## src/pkg/ddg_pkg.sv

```systemverilog
// constants, types and helpers for the ddr2 command timing guard
package ddg_pkg;

	// clock and timing figures
	localparam int CLK_PS        = 20000;   // system clock period in ps
	localparam int CK_DIV        = 2;       // system clocks per memory clock
	localparam int T_RFC_PS      = 105000;
	localparam int T_WR_PS       = 15000;
	localparam int T_REFI_PS     = 7800000;
	localparam int T_RCD_FAST_PS = 15000;   // 400 3/3/3 and 533 4/4/4
	localparam int T_RCD_SLOW_PS = 20000;   // 400 4/4/4
	localparam int T_RRD_2K_PS   = 10000;
	localparam int T_RRD_1K_PS   = 7500;
	localparam int T_WTR_400_PS  = 10000;
	localparam int T_WTR_533_PS  = 7500;
	localparam int T_MRD_CK      = 2;
	localparam int T_XSC_CK      = 200;
	localparam int T_XPNR_CK     = 2;
	localparam int T_XARD_CK     = 2;
	localparam int T_XPRD_CK     = 6;

	// speed grades
	localparam int GRADE_400_333 = 0;
	localparam int GRADE_400_444 = 1;
	localparam int GRADE_533_444 = 2;

	// widths and field positions
	localparam int CNT_W     = 10;
	localparam int NBANK     = 4;
	localparam int BA_W      = 2;
	localparam int ADDR_W    = 14;
	localparam int AP_BIT    = 10;
	localparam int OWED_W    = 4;
	localparam int OWED_MAX  = 8;
	localparam int RD_MARGIN = 4;           // extra sync delay on read strobe window

	typedef enum logic [3:0] {
		OP_NOP, OP_MRS, OP_REF, OP_SRE, OP_SRX, OP_PDE, OP_PDX,
		OP_ACT, OP_RD, OP_RDA, OP_WR, OP_WRA, OP_PRE
	} ddg_op_t;

	typedef enum logic [1:0] {PM_ON, PM_APD, PM_PPD, PM_SR} ddg_pmode_t;

	typedef struct packed {
		ddg_op_t             op;
		logic [BA_W-1:0]     ba;
		logic [ADDR_W-1:0]   addr;
	} ddg_req_t;

	typedef struct packed {
		logic                cke;
		logic                cs_n;
		logic                ras_n;
		logic                cas_n;
		logic                we_n;
		logic [BA_W-1:0]     ba;
		logic [ADDR_W-1:0]   addr;
	} ddg_pins_t;

	// pin codes cs_n,ras_n,cas_n,we_n
	localparam logic [3:0] PC_MRS = 4'h0;
	localparam logic [3:0] PC_REF = 4'h1;
	localparam logic [3:0] PC_PRE = 4'h2;
	localparam logic [3:0] PC_ACT = 4'h3;
	localparam logic [3:0] PC_WR  = 4'h4;
	localparam logic [3:0] PC_RD  = 4'h5;
	localparam logic [3:0] PC_NOP = 4'h7;

	// ps figure to system clocks, rounded up, never below one
	function automatic int ddg_cyc(input int ps);
		int c;
		c = (ps + CLK_PS - 1) / CLK_PS;
		return (c < 1) ? 1 : c;
	endfunction : ddg_cyc

	// command code to control pins
	function automatic logic [3:0] ddg_encode(input ddg_op_t op);
		case (op)
			OP_MRS:         return PC_MRS;
			OP_REF, OP_SRE: return PC_REF;
			OP_PRE:         return PC_PRE;
			OP_ACT:         return PC_ACT;
			OP_WR, OP_WRA:  return PC_WR;
			OP_RD, OP_RDA:  return PC_RD;
			default:        return PC_NOP;
		endcase
	endfunction : ddg_encode

endpackage : ddg_pkg

```

## src/ddg_guard.sv

```systemverilog
// ddr2 command timing guard: issues commands once their spacings elapse, but refresh, mode set and self refresh entry skip the precharge wait
`timescale 1ns/1ps
module ddg_guard
	import ddg_pkg::*;
#(
	parameter int GRADE   = GRADE_400_333,
	parameter bit PAGE_1K = 1'b0,
	parameter int BL      = 4
) (
	// clock and reset
	input  wire logic        I_MCLK,
	input  wire logic        I_RSTN,
	// user request port
	input  wire logic        I_REQ_VALID,
	input  wire ddg_req_t    I_REQ,
	input  wire logic [2:0]  I_AL,
	input  wire logic [2:0]  I_WL,
	output logic             O_REQ_READY,
	output logic             O_REF_DUE,
	output logic [3:0]       O_RD_EDGES,
	// memory pins
	output logic             O_CK,
	output ddg_pins_t        O_DDR,
	input  wire logic        I_DQS_I,
	output logic             O_DQS_O,
	output logic             O_DQS_OE
);

	// cycle counts, loaded as count minus one
	localparam int RCD_PS = (GRADE == GRADE_400_444) ? T_RCD_SLOW_PS : T_RCD_FAST_PS;
	localparam int WTR_PS = (GRADE == GRADE_533_444) ? T_WTR_533_PS : T_WTR_400_PS;
	localparam int RRD_PS = PAGE_1K ? T_RRD_1K_PS : T_RRD_2K_PS;
	localparam logic [CNT_W-1:0] L_RFC  = CNT_W'(ddg_cyc(T_RFC_PS) - 1);
	localparam logic [CNT_W-1:0] L_RCD  = CNT_W'(ddg_cyc(RCD_PS) - 1);
	localparam logic [CNT_W-1:0] L_RP   = CNT_W'(ddg_cyc(RCD_PS) - 1);
	localparam logic [CNT_W-1:0] L_RRD  = CNT_W'(ddg_cyc(RRD_PS) - 1);
	localparam logic [CNT_W-1:0] L_WTR  = CNT_W'(ddg_cyc(WTR_PS) - 1);
	localparam logic [CNT_W-1:0] L_DAL  = CNT_W'(ddg_cyc(T_WR_PS) + ddg_cyc(RCD_PS) - 1);
	localparam logic [CNT_W-1:0] L_RDAP = CNT_W'(ddg_cyc(RCD_PS) + BL - 1);
	localparam logic [CNT_W-1:0] L_MRD  = CNT_W'(T_MRD_CK * CK_DIV - 1);
	localparam logic [CNT_W-1:0] L_XSC  = CNT_W'(T_XSC_CK * CK_DIV - 1);
	localparam logic [CNT_W-1:0] L_XPNR = CNT_W'(T_XPNR_CK * CK_DIV - 1);
	localparam logic [CNT_W-1:0] L_XARD = CNT_W'(T_XARD_CK * CK_DIV - 1);
	localparam logic [CNT_W-1:0] L_REFI = CNT_W'(T_REFI_PS / CLK_PS - 1);
	localparam logic [CNT_W-1:0] BL_C   = CNT_W'(BL);

	// counter step toward zero
	function automatic logic [CNT_W-1:0] dec(input logic [CNT_W-1:0] x);
		return (x == '0) ? x : x - 1'b1;
	endfunction : dec

	logic                   ck;
	logic                   slot;
	ddg_pmode_t             pmode;
	logic [NBANK-1:0]       open;
	logic [CNT_W-1:0]       dev_wait;
	logic [CNT_W-1:0]       nr_wait;
	logic [CNT_W-1:0]       rd_wait;
	logic [CNT_W-1:0]       act_wait;
	logic [CNT_W-1:0]       col_wait [NBANK];
	logic [CNT_W-1:0]       bank_wait [NBANK];
	logic                   wact;
	logic                   wap;
	logic [BA_W-1:0]        wbank;
	logic [CNT_W-1:0]       wpos;
	logic [CNT_W-1:0]       wl2;
	logic                   burst_end;
	logic [CNT_W-1:0]       p;
	logic [CNT_W-1:0]       l_xprd;
	logic [CNT_W-1:0]       ref_tmr;
	logic [OWED_W-1:0]      owed;
	logic                   ref_go;
	logic                   req_ok;
	logic                   next_issue;
	logic                   next_grant;
	ddg_op_t                next_op;
	logic                   next_cke;
	logic [BA_W-1:0]        iss_ba;
	logic [ADDR_W-1:0]      iss_addr;
	logic                   dqs_s1;
	logic                   dqs_s2;
	logic                   dqs_s3;
	logic [CNT_W-1:0]       rwin;
	logic [3:0]             rd_edges;

	// memory clock by division, commands launched as it falls
	always_ff @(posedge I_MCLK) begin
		if (!I_RSTN) ck <= 1'b0;
		else         ck <= ~ck;
	end
	assign slot = ck;

	// refresh owed when all banks are closed and the device is awake
	assign ref_go = (owed != '0) && (open == '0) && (pmode == PM_ON) && (dev_wait == '0) && !wact;

	// legality of the user's request against the counters that govern its command
	always_comb begin
		req_ok = 1'b0;
		case (I_REQ.op)
			OP_NOP: req_ok = 1'b1;
			OP_MRS, OP_REF, OP_SRE: req_ok = (pmode == PM_ON) && (open == '0) && (dev_wait == '0) &&
			                                 (nr_wait == '0) && !wact;
			OP_PDE: req_ok = (pmode == PM_ON) && (dev_wait == '0) && (nr_wait == '0) && !wact;
			OP_PDX: req_ok = (pmode == PM_APD) || (pmode == PM_PPD);
			OP_SRX: req_ok = (pmode == PM_SR);
			OP_ACT: req_ok = (pmode == PM_ON) && (dev_wait == '0) && (nr_wait == '0) && (act_wait == '0) &&
			                 !open[I_REQ.ba] && (bank_wait[I_REQ.ba] == '0);
			OP_RD, OP_RDA: req_ok = (pmode == PM_ON) && (dev_wait == '0) && (rd_wait == '0) && !wact &&
			                        open[I_REQ.ba] && (col_wait[I_REQ.ba] == '0);
			OP_WR, OP_WRA: req_ok = (pmode == PM_ON) && (dev_wait == '0) && (nr_wait == '0) && !wact &&
			                        open[I_REQ.ba] && (col_wait[I_REQ.ba] == '0);
			OP_PRE: req_ok = (pmode == PM_ON) && (dev_wait == '0) && (nr_wait == '0) && !wact;
			default: req_ok = 1'b0;
		endcase
	end

	// slot arbitration: refresh first, then the user, else nop
	always_comb begin
		next_issue = 1'b0;
		next_grant = 1'b0;
		next_op    = OP_NOP;
		iss_ba     = I_REQ.ba;
		iss_addr   = I_REQ.addr;
		if (slot && ref_go) begin
			next_issue = 1'b1;
			next_op    = OP_REF;
		end else if (slot && I_REQ_VALID && req_ok) begin
			next_issue = 1'b1;
			next_grant = 1'b1;
			next_op    = I_REQ.op;
		end
		if (next_op == OP_RDA || next_op == OP_WRA) iss_addr[AP_BIT] = 1'b1;
		if (next_op == OP_RD || next_op == OP_WR)   iss_addr[AP_BIT] = 1'b0;
	end

	// clock enable follows power state commands
	always_comb begin
		next_cke = O_DDR.cke;
		case (next_op)
			OP_SRE, OP_PDE: next_cke = 1'b0;
			OP_SRX, OP_PDX: next_cke = 1'b1;
			default:        next_cke = O_DDR.cke;
		endcase
	end

	// command pins, held for a whole memory clock, gaps filled with nop
	always_ff @(posedge I_MCLK) begin
		if (!I_RSTN) begin
			O_DDR <= '{cke: 1'b0, cs_n: 1'b1, ras_n: 1'b1, cas_n: 1'b1, we_n: 1'b1, ba: '0, addr: '0};
		end else if (slot) begin
			O_DDR.cke <= next_cke;
			{O_DDR.cs_n, O_DDR.ras_n, O_DDR.cas_n, O_DDR.we_n} <= ddg_encode(next_op);
			O_DDR.ba   <= iss_ba;
			O_DDR.addr <= iss_addr;
		end else if (!O_DDR.cke && I_RSTN && pmode == PM_ON && !next_issue) begin
			O_DDR.cke <= 1'b1;                // first clock out of reset
		end
	end

	// power state tracking
	always_ff @(posedge I_MCLK) begin
		if (!I_RSTN) pmode <= PM_ON;
		else if (next_issue) begin
			case (next_op)
				OP_SRE:         pmode <= PM_SR;
				OP_PDE:         pmode <= (open != '0) ? PM_APD : PM_PPD;
				OP_SRX, OP_PDX: pmode <= PM_ON;
				default:        pmode <= pmode;
			endcase
		end
	end

	// device-wide waits
	always_ff @(posedge I_MCLK) begin
		if (!I_RSTN) begin
			dev_wait <= '0;
			nr_wait  <= '0;
			act_wait <= '0;
		end else begin
			dev_wait <= dec(dev_wait);
			nr_wait  <= dec(nr_wait);
			act_wait <= dec(act_wait);
			if (next_issue && next_op == OP_REF) dev_wait <= L_RFC;
			if (next_issue && next_op == OP_MRS) dev_wait <= L_MRD;
			if (next_issue && next_op == OP_SRX) dev_wait <= L_XSC;
			if (next_issue && next_op == OP_PDX) nr_wait  <= L_XPNR;
			if (next_issue && next_op == OP_ACT) act_wait <= L_RRD;
		end
	end

	// read wait after power down exit depends on which power down
	always_comb begin
		if (I_AL >= 3'(T_XPRD_CK)) l_xprd = '0;
		else l_xprd = CNT_W'((T_XPRD_CK - int'(I_AL)) * CK_DIV - 1);
	end

	always_ff @(posedge I_MCLK) begin
		if (!I_RSTN) rd_wait <= '0;
		else if (burst_end) rd_wait <= L_WTR;
		else if (next_issue && next_op == OP_PDX && pmode == PM_APD) rd_wait <= L_XARD;
		else if (next_issue && next_op == OP_PDX) rd_wait <= l_xprd;
		else rd_wait <= dec(rd_wait);
	end

	// per-bank state and counters
	for (genvar b = 0; b < NBANK; b++) begin : g_bank
		logic hit;
		logic pre_hit;
		assign hit     = next_issue && (iss_ba == BA_W'(b));
		assign pre_hit = next_issue && next_op == OP_PRE && (iss_addr[AP_BIT] || iss_ba == BA_W'(b));

		always_ff @(posedge I_MCLK) begin
			if (!I_RSTN) open[b] <= 1'b0;
			else if (hit && next_op == OP_ACT) open[b] <= 1'b1;
			else if (pre_hit || (hit && (next_op == OP_RDA || next_op == OP_WRA))) open[b] <= 1'b0;
		end

		always_ff @(posedge I_MCLK) begin
			if (!I_RSTN) col_wait[b] <= '0;
			else if (hit && next_op == OP_ACT) col_wait[b] <= L_RCD;
			else col_wait[b] <= dec(col_wait[b]);
		end

		always_ff @(posedge I_MCLK) begin
			if (!I_RSTN) bank_wait[b] <= '0;
			else if (burst_end && wap && wbank == BA_W'(b)) bank_wait[b] <= L_DAL;
			else if (hit && next_op == OP_RDA) bank_wait[b] <= L_RDAP;
			else if (pre_hit) bank_wait[b] <= L_RP;
			else bank_wait[b] <= dec(bank_wait[b]);
		end
	end

	// write strobe framing, position counted from the command launch
	assign p         = wpos + 1'b1;
	assign burst_end = wact && (p == wl2 + BL_C);

	always_ff @(posedge I_MCLK) begin
		if (!I_RSTN) begin
			wact  <= 1'b0;
			wap   <= 1'b0;
			wbank <= '0;
			wpos  <= '0;
			wl2   <= '0;
		end else if (next_issue && (next_op == OP_WR || next_op == OP_WRA)) begin
			wact  <= 1'b1;
			wap   <= (next_op == OP_WRA);
			wbank <= iss_ba;
			wpos  <= '0;
			wl2   <= CNT_W'({I_WL, 1'b0});
		end else if (burst_end) begin
			wact <= 1'b0;
		end else if (wact) begin
			wpos <= p;
		end
	end

	// preamble one half clock, burst edges, postamble one half clock
	always_ff @(posedge I_MCLK) begin
		if (!I_RSTN) begin
			O_DQS_OE <= 1'b0;
			O_DQS_O  <= 1'b0;
		end else begin
			O_DQS_OE <= wact && (p >= wl2) && (p <= wl2 + BL_C);
			O_DQS_O  <= wact && (p > wl2) && (p <= wl2 + BL_C) && p[0] != wl2[0];
		end
	end

	// refresh interval timer and owed count, a tick and a refresh issue in the same cycle cancel
	always_ff @(posedge I_MCLK) begin
		if (!I_RSTN) begin
			ref_tmr <= L_REFI;
			owed    <= '0;
		end else begin
			ref_tmr <= (ref_tmr == '0 || pmode == PM_SR) ? L_REFI : ref_tmr - 1'b1;
			if (ref_tmr == '0 && pmode != PM_SR) begin
				if (!(next_issue && next_op == OP_REF) && owed != OWED_W'(OWED_MAX)) owed <= owed + 1'b1;
			end else if (next_issue && next_op == OP_REF && owed != '0) begin
				owed <= owed - 1'b1;
			end
		end
	end

	// read strobe synchroniser and edge counter inside the read window
	always_ff @(posedge I_MCLK) begin
		if (!I_RSTN) begin
			dqs_s1 <= 1'b0;
			dqs_s2 <= 1'b0;
			dqs_s3 <= 1'b0;
		end else begin
			dqs_s1 <= I_DQS_I;
			dqs_s2 <= dqs_s1;
			dqs_s3 <= dqs_s2;
		end
	end

	always_ff @(posedge I_MCLK) begin
		if (!I_RSTN) begin
			rwin     <= '0;
			rd_edges <= '0;
		end else if (next_issue && (next_op == OP_RD || next_op == OP_RDA)) begin
			rwin     <= CNT_W'({I_WL, 1'b0}) + CNT_W'(CK_DIV) + BL_C + CNT_W'(RD_MARGIN);
			rd_edges <= '0;
		end else begin
			rwin <= dec(rwin);
			if (rwin != '0 && dqs_s2 && !dqs_s3) rd_edges <= rd_edges + 1'b1;
		end
	end

	// registered status outputs
	always_ff @(posedge I_MCLK) begin
		if (!I_RSTN) begin
			O_REQ_READY <= 1'b0;
			O_REF_DUE   <= 1'b0;
			O_RD_EDGES  <= '0;
			O_CK        <= 1'b0;
		end else begin
			O_REQ_READY <= next_grant;
			O_REF_DUE   <= (owed != '0);
			O_RD_EDGES  <= rd_edges;
			O_CK        <= ~ck;
		end
	end

endmodule : ddg_guard

```

## config.mk

```make
export PLATFORM = sky130hd
export DESIGN_NAME = ddg_guard
export DESIGN_NICKNAME = d
export VERILOG_FILES = /design/src/pkg/ddg_pkg.sv /design/src/ddg_guard.sv
export SDC_FILE = /design/constraint.sdc
export NUM_CORES = 1
export LEC_CHECK = 0
export BUFFER_PORTS_ARGS = -buffer_cell sky130_fd_sc_hd__buf_2
export CORE_ASPECT_RATIO = 0.7
export CORE_MARGIN = 3
export CORE_UTILIZATION = 35
export DETAILED_ROUTE_END_ITERATION = 10
export GPL_TIMING_DRIVEN = 0
export PLACE_DENSITY = 0.6
export SLEW_MARGIN = 10
export SYNTH_ARGS = -nofsm -noshare
export SYNTH_HDL_FRONTEND = slang
export SYNTH_SLANG_ARGS = --single-unit
```

## constraint.sdc

```tcl
create_clock -name I_MCLK -period 5.1 [get_ports I_MCLK]
set_input_delay 0 -clock I_MCLK [delete_from_list [all_inputs] [get_ports I_MCLK]]
set_output_delay 0 -clock I_MCLK [all_outputs]
set_load 0.1 [all_outputs]
```

==> results by group, run 1 <==
Run status
  • Status: completed

Yosys
  • Main synth FF type: dfxtp_1
  • Synth Instances: 1162
  • Synth warn: 0
  • Synth Area in XOR/XNOR: 8.78%
  • Simple-gate portion of the synthesized area: 23.5%
  • Post-synth ARST share: 0%
  • Mux share of post-synthesis cell area: 2.39%
  • Number of flops mapped to enable cells by yosys: 80
  • Post-synth cell types: 71
  • Synth Area in Adders: 4.60%
  • Synth Register Bits: 204
  • Largest family of logic cells by synthesized area: simple AND/OR/NAND/NOR gates
  • Avg Inst Size Synth: 9.28 um^2
  • Mapped Area: 10800 um^2
  • Syn nets: 1231
  • Synth Area in Compound Gates: 12.2%
  • Sequential share of the synthesized area: 45.3%

CTS
  • Clock buffer count from CTS: 22
  • CTS tree: yes
  • Clock latency on the worst-skew pair: 0.52 ns
  • Clock root cell: clkbuf_16
  • Postcts setup bufs: 0
  • Gates resized, CTS repair: 0
  • Max Root-Sink Buffers: 3
  • H-tree levels: 1
  • Clk sinks: 204
  • Hold Buf Count CTS: 24
  • CTS clk-pin slew, worst paths: 0.06 ns

Pwr
  • VDD IR max: 239 uV
  • PD cells: 508 nW/um^2
  • LEAKAGE: 4.78 nW

Setup path
  • Startpoint types: flop
  • Crit Path Class: flop to flop
  • Req. time, crit path: 5.25 ns
  • CP endpoint kind: flop
  • Max Fanout on Critical Path: 10
  • FF-to-FF Start: dev_wait[0]$_SDFFE_PN0P_
  • FF-to-FF End: bank_wait[1][1]$_SDFFCE_PN0P_
  • Reg2reg setup slack: 0.87 ns
  • R2R depth: 11
  • Crit path arrival time: 4.38 ns

STA
  • Final worst slack: 0.872 ns
  • Unrepaired setup endpoints after global routing: no
  • Final setup vio count: 0
  • Slew HR: 33.5%
  • Worst clock skew: 0.0251 ns
  • Final Max Slew Viols: 0
  • Final worst-path cycle share: 82.9%
  • Tmin final: 4.23 ns
  • Peak Freq: 237 MHz
  • Least-Margin Pin Slew: 0.988 ns
  • Hold Fails Final Rpt: 0
  • Setup_tns: 0 ns

Drt
  • Detailed Routing Iterations Pass 1: 7
  • Initial DRC Count: 728
  • Vias per cell: 5.21
  • Post-route ant nets: 0
  • Final wirelength: 26500 um
  • Total via count in the routed design: 8843
  • Routed length per instance: 15.6 um
  • Final routed DRC violation total: 0

Hold path
  • Worst Hold End: rd_wait[3]$_SDFFE_PP0P_
  • HP Class: primary input to flop
  • Min-Delay Startpoint: I_AL[1]
  • Hold path depth: 4

Layout
  • Fin util: 41.5%
  • Post-route cell area: 12500 um^2
  • Final-layout fill cell count: 2976
  • Area Growth Syn to Fin: 16.2%
  • Layout cells sized above 1: 9.74%
  • Final nets: 1337

Global routing
  • Global-route wire length before repair: 43600 um
  • Initial antenna violation count: 1
  • Vias in the first global route: 8280
  • Largest net degree at the start of global routing: 16
  • GR Util All Layers: 15.9%
  • Grt ovf: 0

Place
  • Pre-CTS setup slack: 0.891 ns
  • DP Area: 11600 um^2
  • RD Place Congestion: 0.906
  • Port Buffers: 58
  • DP Wirelength: 19100 um

Die
  • Boundary Pins: 60
  • Die height: 153 um
  • Row count: 53
  • Die area: 33000 um^2
  • Core area: 30200 um^2
  • Die width: 216 um
  • Starting density of the core: 35.7%

Job
  • Max Cap Viol: 0
==> cells in the final DEF, fill, tap and decap left out, types with 30 or more instances in the layout <==
cell type,n
inv_1,45
nand3_1,42
nor2_1,169
a21oi_1,63
xnor2_1,67
buf_2,61
xor2_1,41
o21ai_0,30
edfxtp_1,80
clkbuf_1,44
nand2_1,72
dfxtp_1,124
nor3_1,42
ha_1,38
==> synth_stat cells, types with 12 or more instances <==
master,number,area share [%]
edfxtp_1,80,22
and3_1,15,0.87
clkbuf_1,38,1.3
nor4_1,27,1.6
nor2_1,169,5.9
xor2_1,41,3.3
nand2_1,72,2.5
xnor2_1,67,5.4
nand3_1,42,2.0
or3_1,14,0.81
o31ai_1,24,1.7
nor3_1,42,2.0
and2_1,15,0.87
or2_2,12,0.70
a21oi_1,63,2.9
or4_1,27,1.9
o21ai_0,30,1.4
dfxtp_1,124,23
mux2i_1,19,1.8
ha_1,38,4.4
inv_1,45,1.6
nand2b_1,15,0.87
==> critical path, stage by stage (launching register included) <==
cell and delay, ns:
dfxtp_1 0.32, inv_1 0.11, ha_1 0.16, or4b_1 0.42
buf_2 0.16, or4_1 0.51, or4_4 0.45, o32ai_4 0.29
o31a_1 0.48, a21o_1 0.18, clkbuf_1 0.32, or4_1 0.48
==> kinds of logic after synthesis <==
logic type	Yosys count
simple gates	500
flops	204
compound gates	198
xor+xnor	108
buf+inv	90
fa+ha+maj	39
mux	23
==> metrics by stage <==
| stage | std cells | power (W) | hold slack (ns) |
|---|---|---|---|
| 6_report | 1697 | 0.00636 | 0.0376 |
| 5_1_grt | 1697 | 0.00684 | 0.0508 |
| 4_1_cts | 1696 | 0.00641 | 0.00965 |
| 3_5_place_dp | 1632 | 0.00479 | 0.226 |
| 3_3_place_gp | 1632 | 0.00473 | 0.216 |
| 2_1_floorplan | 1162 | 0.00431 | 0.127 |
==> how the worst max path moves through the flow <==
stage                                         from                       endpoint  cells past startpoint
after detailed placement  dev_wait[0]$_SDFFE_PN0P_  bank_wait[1][7]$_SDFFCE_PN0P_                     11
final                     dev_wait[0]$_SDFFE_PN0P_  bank_wait[1][1]$_SDFFCE_PN0P_                     11
after global placement    dev_wait[0]$_SDFFE_PN0P_  bank_wait[0][7]$_SDFFCE_PN0P_                     11
after global routing       nr_wait[2]$_SDFFE_PP0P_  bank_wait[2][2]$_SDFFCE_PN0P_                      7
after floorplan           dev_wait[0]$_SDFFE_PN0P_      bank_wait[3][0]$_DFFE_PP_                     10
after CTS                 dev_wait[0]$_SDFFE_PN0P_  bank_wait[1][1]$_SDFFCE_PN0P_                     11
==> registers in the layout, indices dropped and copies added, names as in the netlist, 10 cells and up <==
signal	flops
nr_wait	10
col_wait	40
bank_wait	40
O_DDR	21
rd_wait	10
rwin	10
act_wait	10
wpos	10
dev_wait	10
ref_tmr	10
==> where the power goes <==
group,switching [W],internal [W],total [W]
Combinational,0.00127,0.000966,0.00223
Clock,0.000681,0.000880,0.00156
Sequential,0.000353,0.00222,0.00257
==> metal layers <==
layer	track usage (%)	routed length [um]	share of wire [%]	vias up
li1	-	-	-	4418
met1	24.4	13600	51	4149
met2	22.6	10600	40	244
met3	3.28	1780	6.7	32
met4	4.06	524	2.0	0
met5	0	0	0	-
==> area by class of cell <==
| type | count | area (um^2) | share of cell area (%) |
|---|---|---|---|
| sequential | 204 | 4880 | 39.0 |
| inverter | 45 | 169 | 1.35 |
| timing repair buffer | 82 | 531 | 4.23 |
| tap | 412 | 515 | 4.11 |
| clock inverter | 8 | 61.3 | 0.489 |
| antenna | 1 | 2.50 | 0.0200 |
| multi-input combinational | 868 | 5540 | 44.2 |
| buffer | 45 | 184 | 1.47 |
| clock buffer | 32 | 639 | 5.10 |
(Power assumes the default switching activity.)
==> run 2, diff against run 1 <==
==> constraint.sdc (replaced) <==
create_clock -name I_MCLK -period 4.1 [get_ports I_MCLK]
set_input_delay 0 -clock I_MCLK [delete_from_list [all_inputs] [get_ports I_MCLK]]
set_output_delay 0 -clock I_MCLK [all_outputs]
set_load 0.1 [all_outputs]
==> run 2 against run 1 <==
Clock skew about the same. Highest routed layer unchanged. Power up 25%. Global-route usage about the same. Worst setup slack worse by 0.69 ns. Register-to-register slack worse by 0.69 ns. Non-clock buffer count unchanged.
==> results by group, run 2 (synthesis gave the netlist of run 1 again) <==
CTS
  • H-tree levels: 1 (unchanged)
  • Postcts setup bufs: 0 (unchanged)
  • Max Root-Sink Buffers: 3 (unchanged)
  • Clock root cell: clkbuf_16 (unchanged)
  • Clock buffer count from CTS: 22 (unchanged)
  • CTS clk-pin slew, worst paths: 0.06 ns (about the same)
  • Clk sinks: 204 (unchanged)
  • CTS tree: yes (unchanged)
  • Clock latency on the worst-skew pair: 0.53 ns (was 0.52 ns)

Pwr
  • PD cells: 631 nW/um^2 (was 508 nW/um^2)
  • LEAKAGE: 4.80 nW (was 4.78 nW)
  • VDD IR max: 297 uV (was 239 uV)

Setup path
  • Crit path arrival time: 4.07 ns (was 4.38 ns)
  • CP endpoint kind: flop (unchanged)
  • FF-to-FF Start: dev_wait[0]$_SDFFE_PN0P_ (unchanged)
  • Worst setup startpoint: dev_wait[0]$_SDFFE_PN0P_ (unchanged)
  • Crit Path Class: flop to flop (unchanged)
  • Startpoint types: flop (unchanged)
  • R2R depth: 10 (was 11)
  • Max Fanout on Critical Path: 10 (unchanged)
  • Reg2reg setup slack: 0.19 ns (was 0.87 ns)
  • FF-to-FF End: col_wait[0][1]$_SDFFCE_PN0P_ (was bank_wait[1][1]$_SDFFCE_PN0P_)
  • Req. time, crit path: 4.26 ns (was 5.25 ns)
  • CP endpoint: col_wait[0][1]$_SDFFCE_PN0P_ (was bank_wait[1][1]$_SDFFCE_PN0P_)

Layout
  • Fin util: 41.7% (was 41.5%)
  • Most frequent cells in the layout: nor2_1 (169), dfxtp_1 (124), edfxtp_1 (80) (unchanged)
  • Post-route cell area: 12600 um^2 (was 12500 um^2)
  • Final-layout fill cell count: 2968 (was 2976)
  • Most common cell after layout, fill and taps aside: nor2_1 (unchanged)
  • Final nets: 1337 (unchanged)
  • Area Growth Syn to Fin: 16.8% (was 16.2%)
  • Largest registers: bank_wait: 40 flops, col_wait: 40 flops, O_DDR: 21 flops (unchanged)
  • Layout cells sized above 1: 10.7% (was 9.74%)

Job
  • Max Cap Viol: 0 (unchanged)

Place
  • Port Buffers: 58 (unchanged)
  • RD Place Congestion: 0.906 (unchanged)
  • DP Wirelength: 19100 um (unchanged)
  • Pre-CTS setup slack: -0.109 ns (was 0.891 ns)
  • DP Area: 11600 um^2 (unchanged)

Drt
  • Detailed Routing Iterations Pass 1: 5 (was 7)
  • Final wirelength: 26600 um (was 26500 um)
  • Post-route ant nets: 0 (unchanged)
  • Final routed DRC violation total: 0 (unchanged)
  • Total via count in the routed design: 8882 (was 8843)
  • Vias per cell: 5.23 (was 5.21)
  • Initial DRC Count: 688 (was 728)
  • Routed length per instance: 15.7 um (was 15.6 um)

STA
  • Final setup vio count: 0 (unchanged)
  • WHS: 0.0381 ns (was 0.0376 ns)
  • Unrepaired setup endpoints after global routing: no (unchanged)
  • Worst clock skew: 0.0249 ns (was 0.0251 ns)
  • Peak Freq: 256 MHz (was 237 MHz)
  • Hold Fails Final Rpt: 0 (unchanged)
  • Final worst-path cycle share: 95.4% (was 82.9%)
  • Least-Margin Pin Slew: 1.02 ns (was 0.988 ns)
  • Final worst slack: 0.187 ns (was 0.872 ns)
  • Final Max Slew Viols: 0 (unchanged)
  • Tmin final: 3.91 ns (was 4.23 ns)
  • Slew HR: 31.5% (was 33.5%)

Run status
  • Status: completed (unchanged)

Global routing
  • GR Util All Layers: 15.9% (about the same)
  • Initial antenna violation count: 1 (unchanged)
  • Largest net degree at the start of global routing: 16 (unchanged)
  • Global-route wire length before repair: 43600 um (about the same)
  • Grt ovf: 0 (unchanged)
  • Vias in the first global route: 8284 (was 8280)

Die
  • Die height: 153 um (unchanged)
  • Row count: 53 (unchanged)
  • Die area: 33000 um^2 (unchanged)
  • Core area: 30200 um^2 (unchanged)
  • Boundary Pins: 60 (unchanged)
  • Die width: 216 um (unchanged)
  • Starting density of the core: 35.7% (unchanged)

Hold path
  • HP Class: primary input to flop (unchanged)
  • Hold path depth: 4 (unchanged)
==> run 2: cell counts in the layout (fill, tap and decap cells not counted) <==
No cell type changed its count.
==> run 2: timing repair <==
action | 4_1_cts | 5_1_grt
endpoints found under the setup margin | 40 | 128
hold buffers | 24 | 0
endpoints found under the hold margin | 28 | 0
resized for setup | 3 | 14
==> run 2: routing by layer <==
metal / global-route usage, % / vias to the layer above / routed length [um]
met3: 3.30 / 34 / 1840
met4: 4.06 / 0 / 536
li1: - / 4427 / -
met2: 22.7 / 261 / 10600
met1: 24.4 / 4160 / 13600
met5: 0 / - / 0
==> run 2: worst min path at each step <==
stage	startpoint	end	slack, ns
after CTS	I_AL[1]	rd_wait[3]$_SDFFE_PP0P_	0.01
after detailed placement	I_DQS_I	dqs_s1$_SDFF_PN0_	0.23
after global placement	I_DQS_I	dqs_s1$_SDFF_PN0_	0.22
final	I_AL[1]	rd_wait[3]$_SDFFE_PP0P_	0.04
after floorplan	I_DQS_I	dqs_s1$_SDFF_PN0_	0.13
after global routing	I_REQ[18]	open[1]$_SDFFE_PN0P_	0.05
==> run 2: stage by stage <==
| stage | power, W | setup TNS [ns] | std cells |
|---|---|---|---|
| floorplan | 0.00536 | 0 | 1162 |
| global placement | 0.00589 | -2.20 | 1632 |
| detailed placement | 0.00596 | -2.82 | 1632 |
| CTS | 0.00798 | -0.490 | 1696 |
| global route | 0.00854 | 0 | 1697 |
| finish | 0.00795 | 0 | 1697 |
==> run 2: cell type report <==
cell class	count	area (um^2)	share of cell area [%]
Antenna cell	1	2.50	0.0199
Buffer	45	185	1.47
Clock buffer	32	639	5.08
Clock inverter	8	61.3	0.487
Inverter	45	169	1.34
Multi-Input combinational cell	868	5610	44.5
Sequential cell	204	4880	38.8
Tap cell	412	515	4.09
Timing Repair Buffer	82	531	4.21
==> run 2: power breakdown <==
part	leakage, nW	total, W	internal [W]	switching [W]
combinational	2.53	0.00280	0.00122	0.00158
sequential	1.94	0.00320	0.00276	0.000443
clock	0.329	0.00194	0.00109	0.000849
total	4.80	0.00795	0.00507	0.00288
==> run 2: critical path: stages (launching register included) <==
cell and delay (ns):
dfxtp_1 0.32, inv_1 0.11, ha_1 0.16, or4b_1 0.42
buf_2 0.16, or4_1 0.51, or4_4 0.45, o32ai_4 0.29
o31ai_2 0.26, o31ai_2 0.41, or4_1 0.47
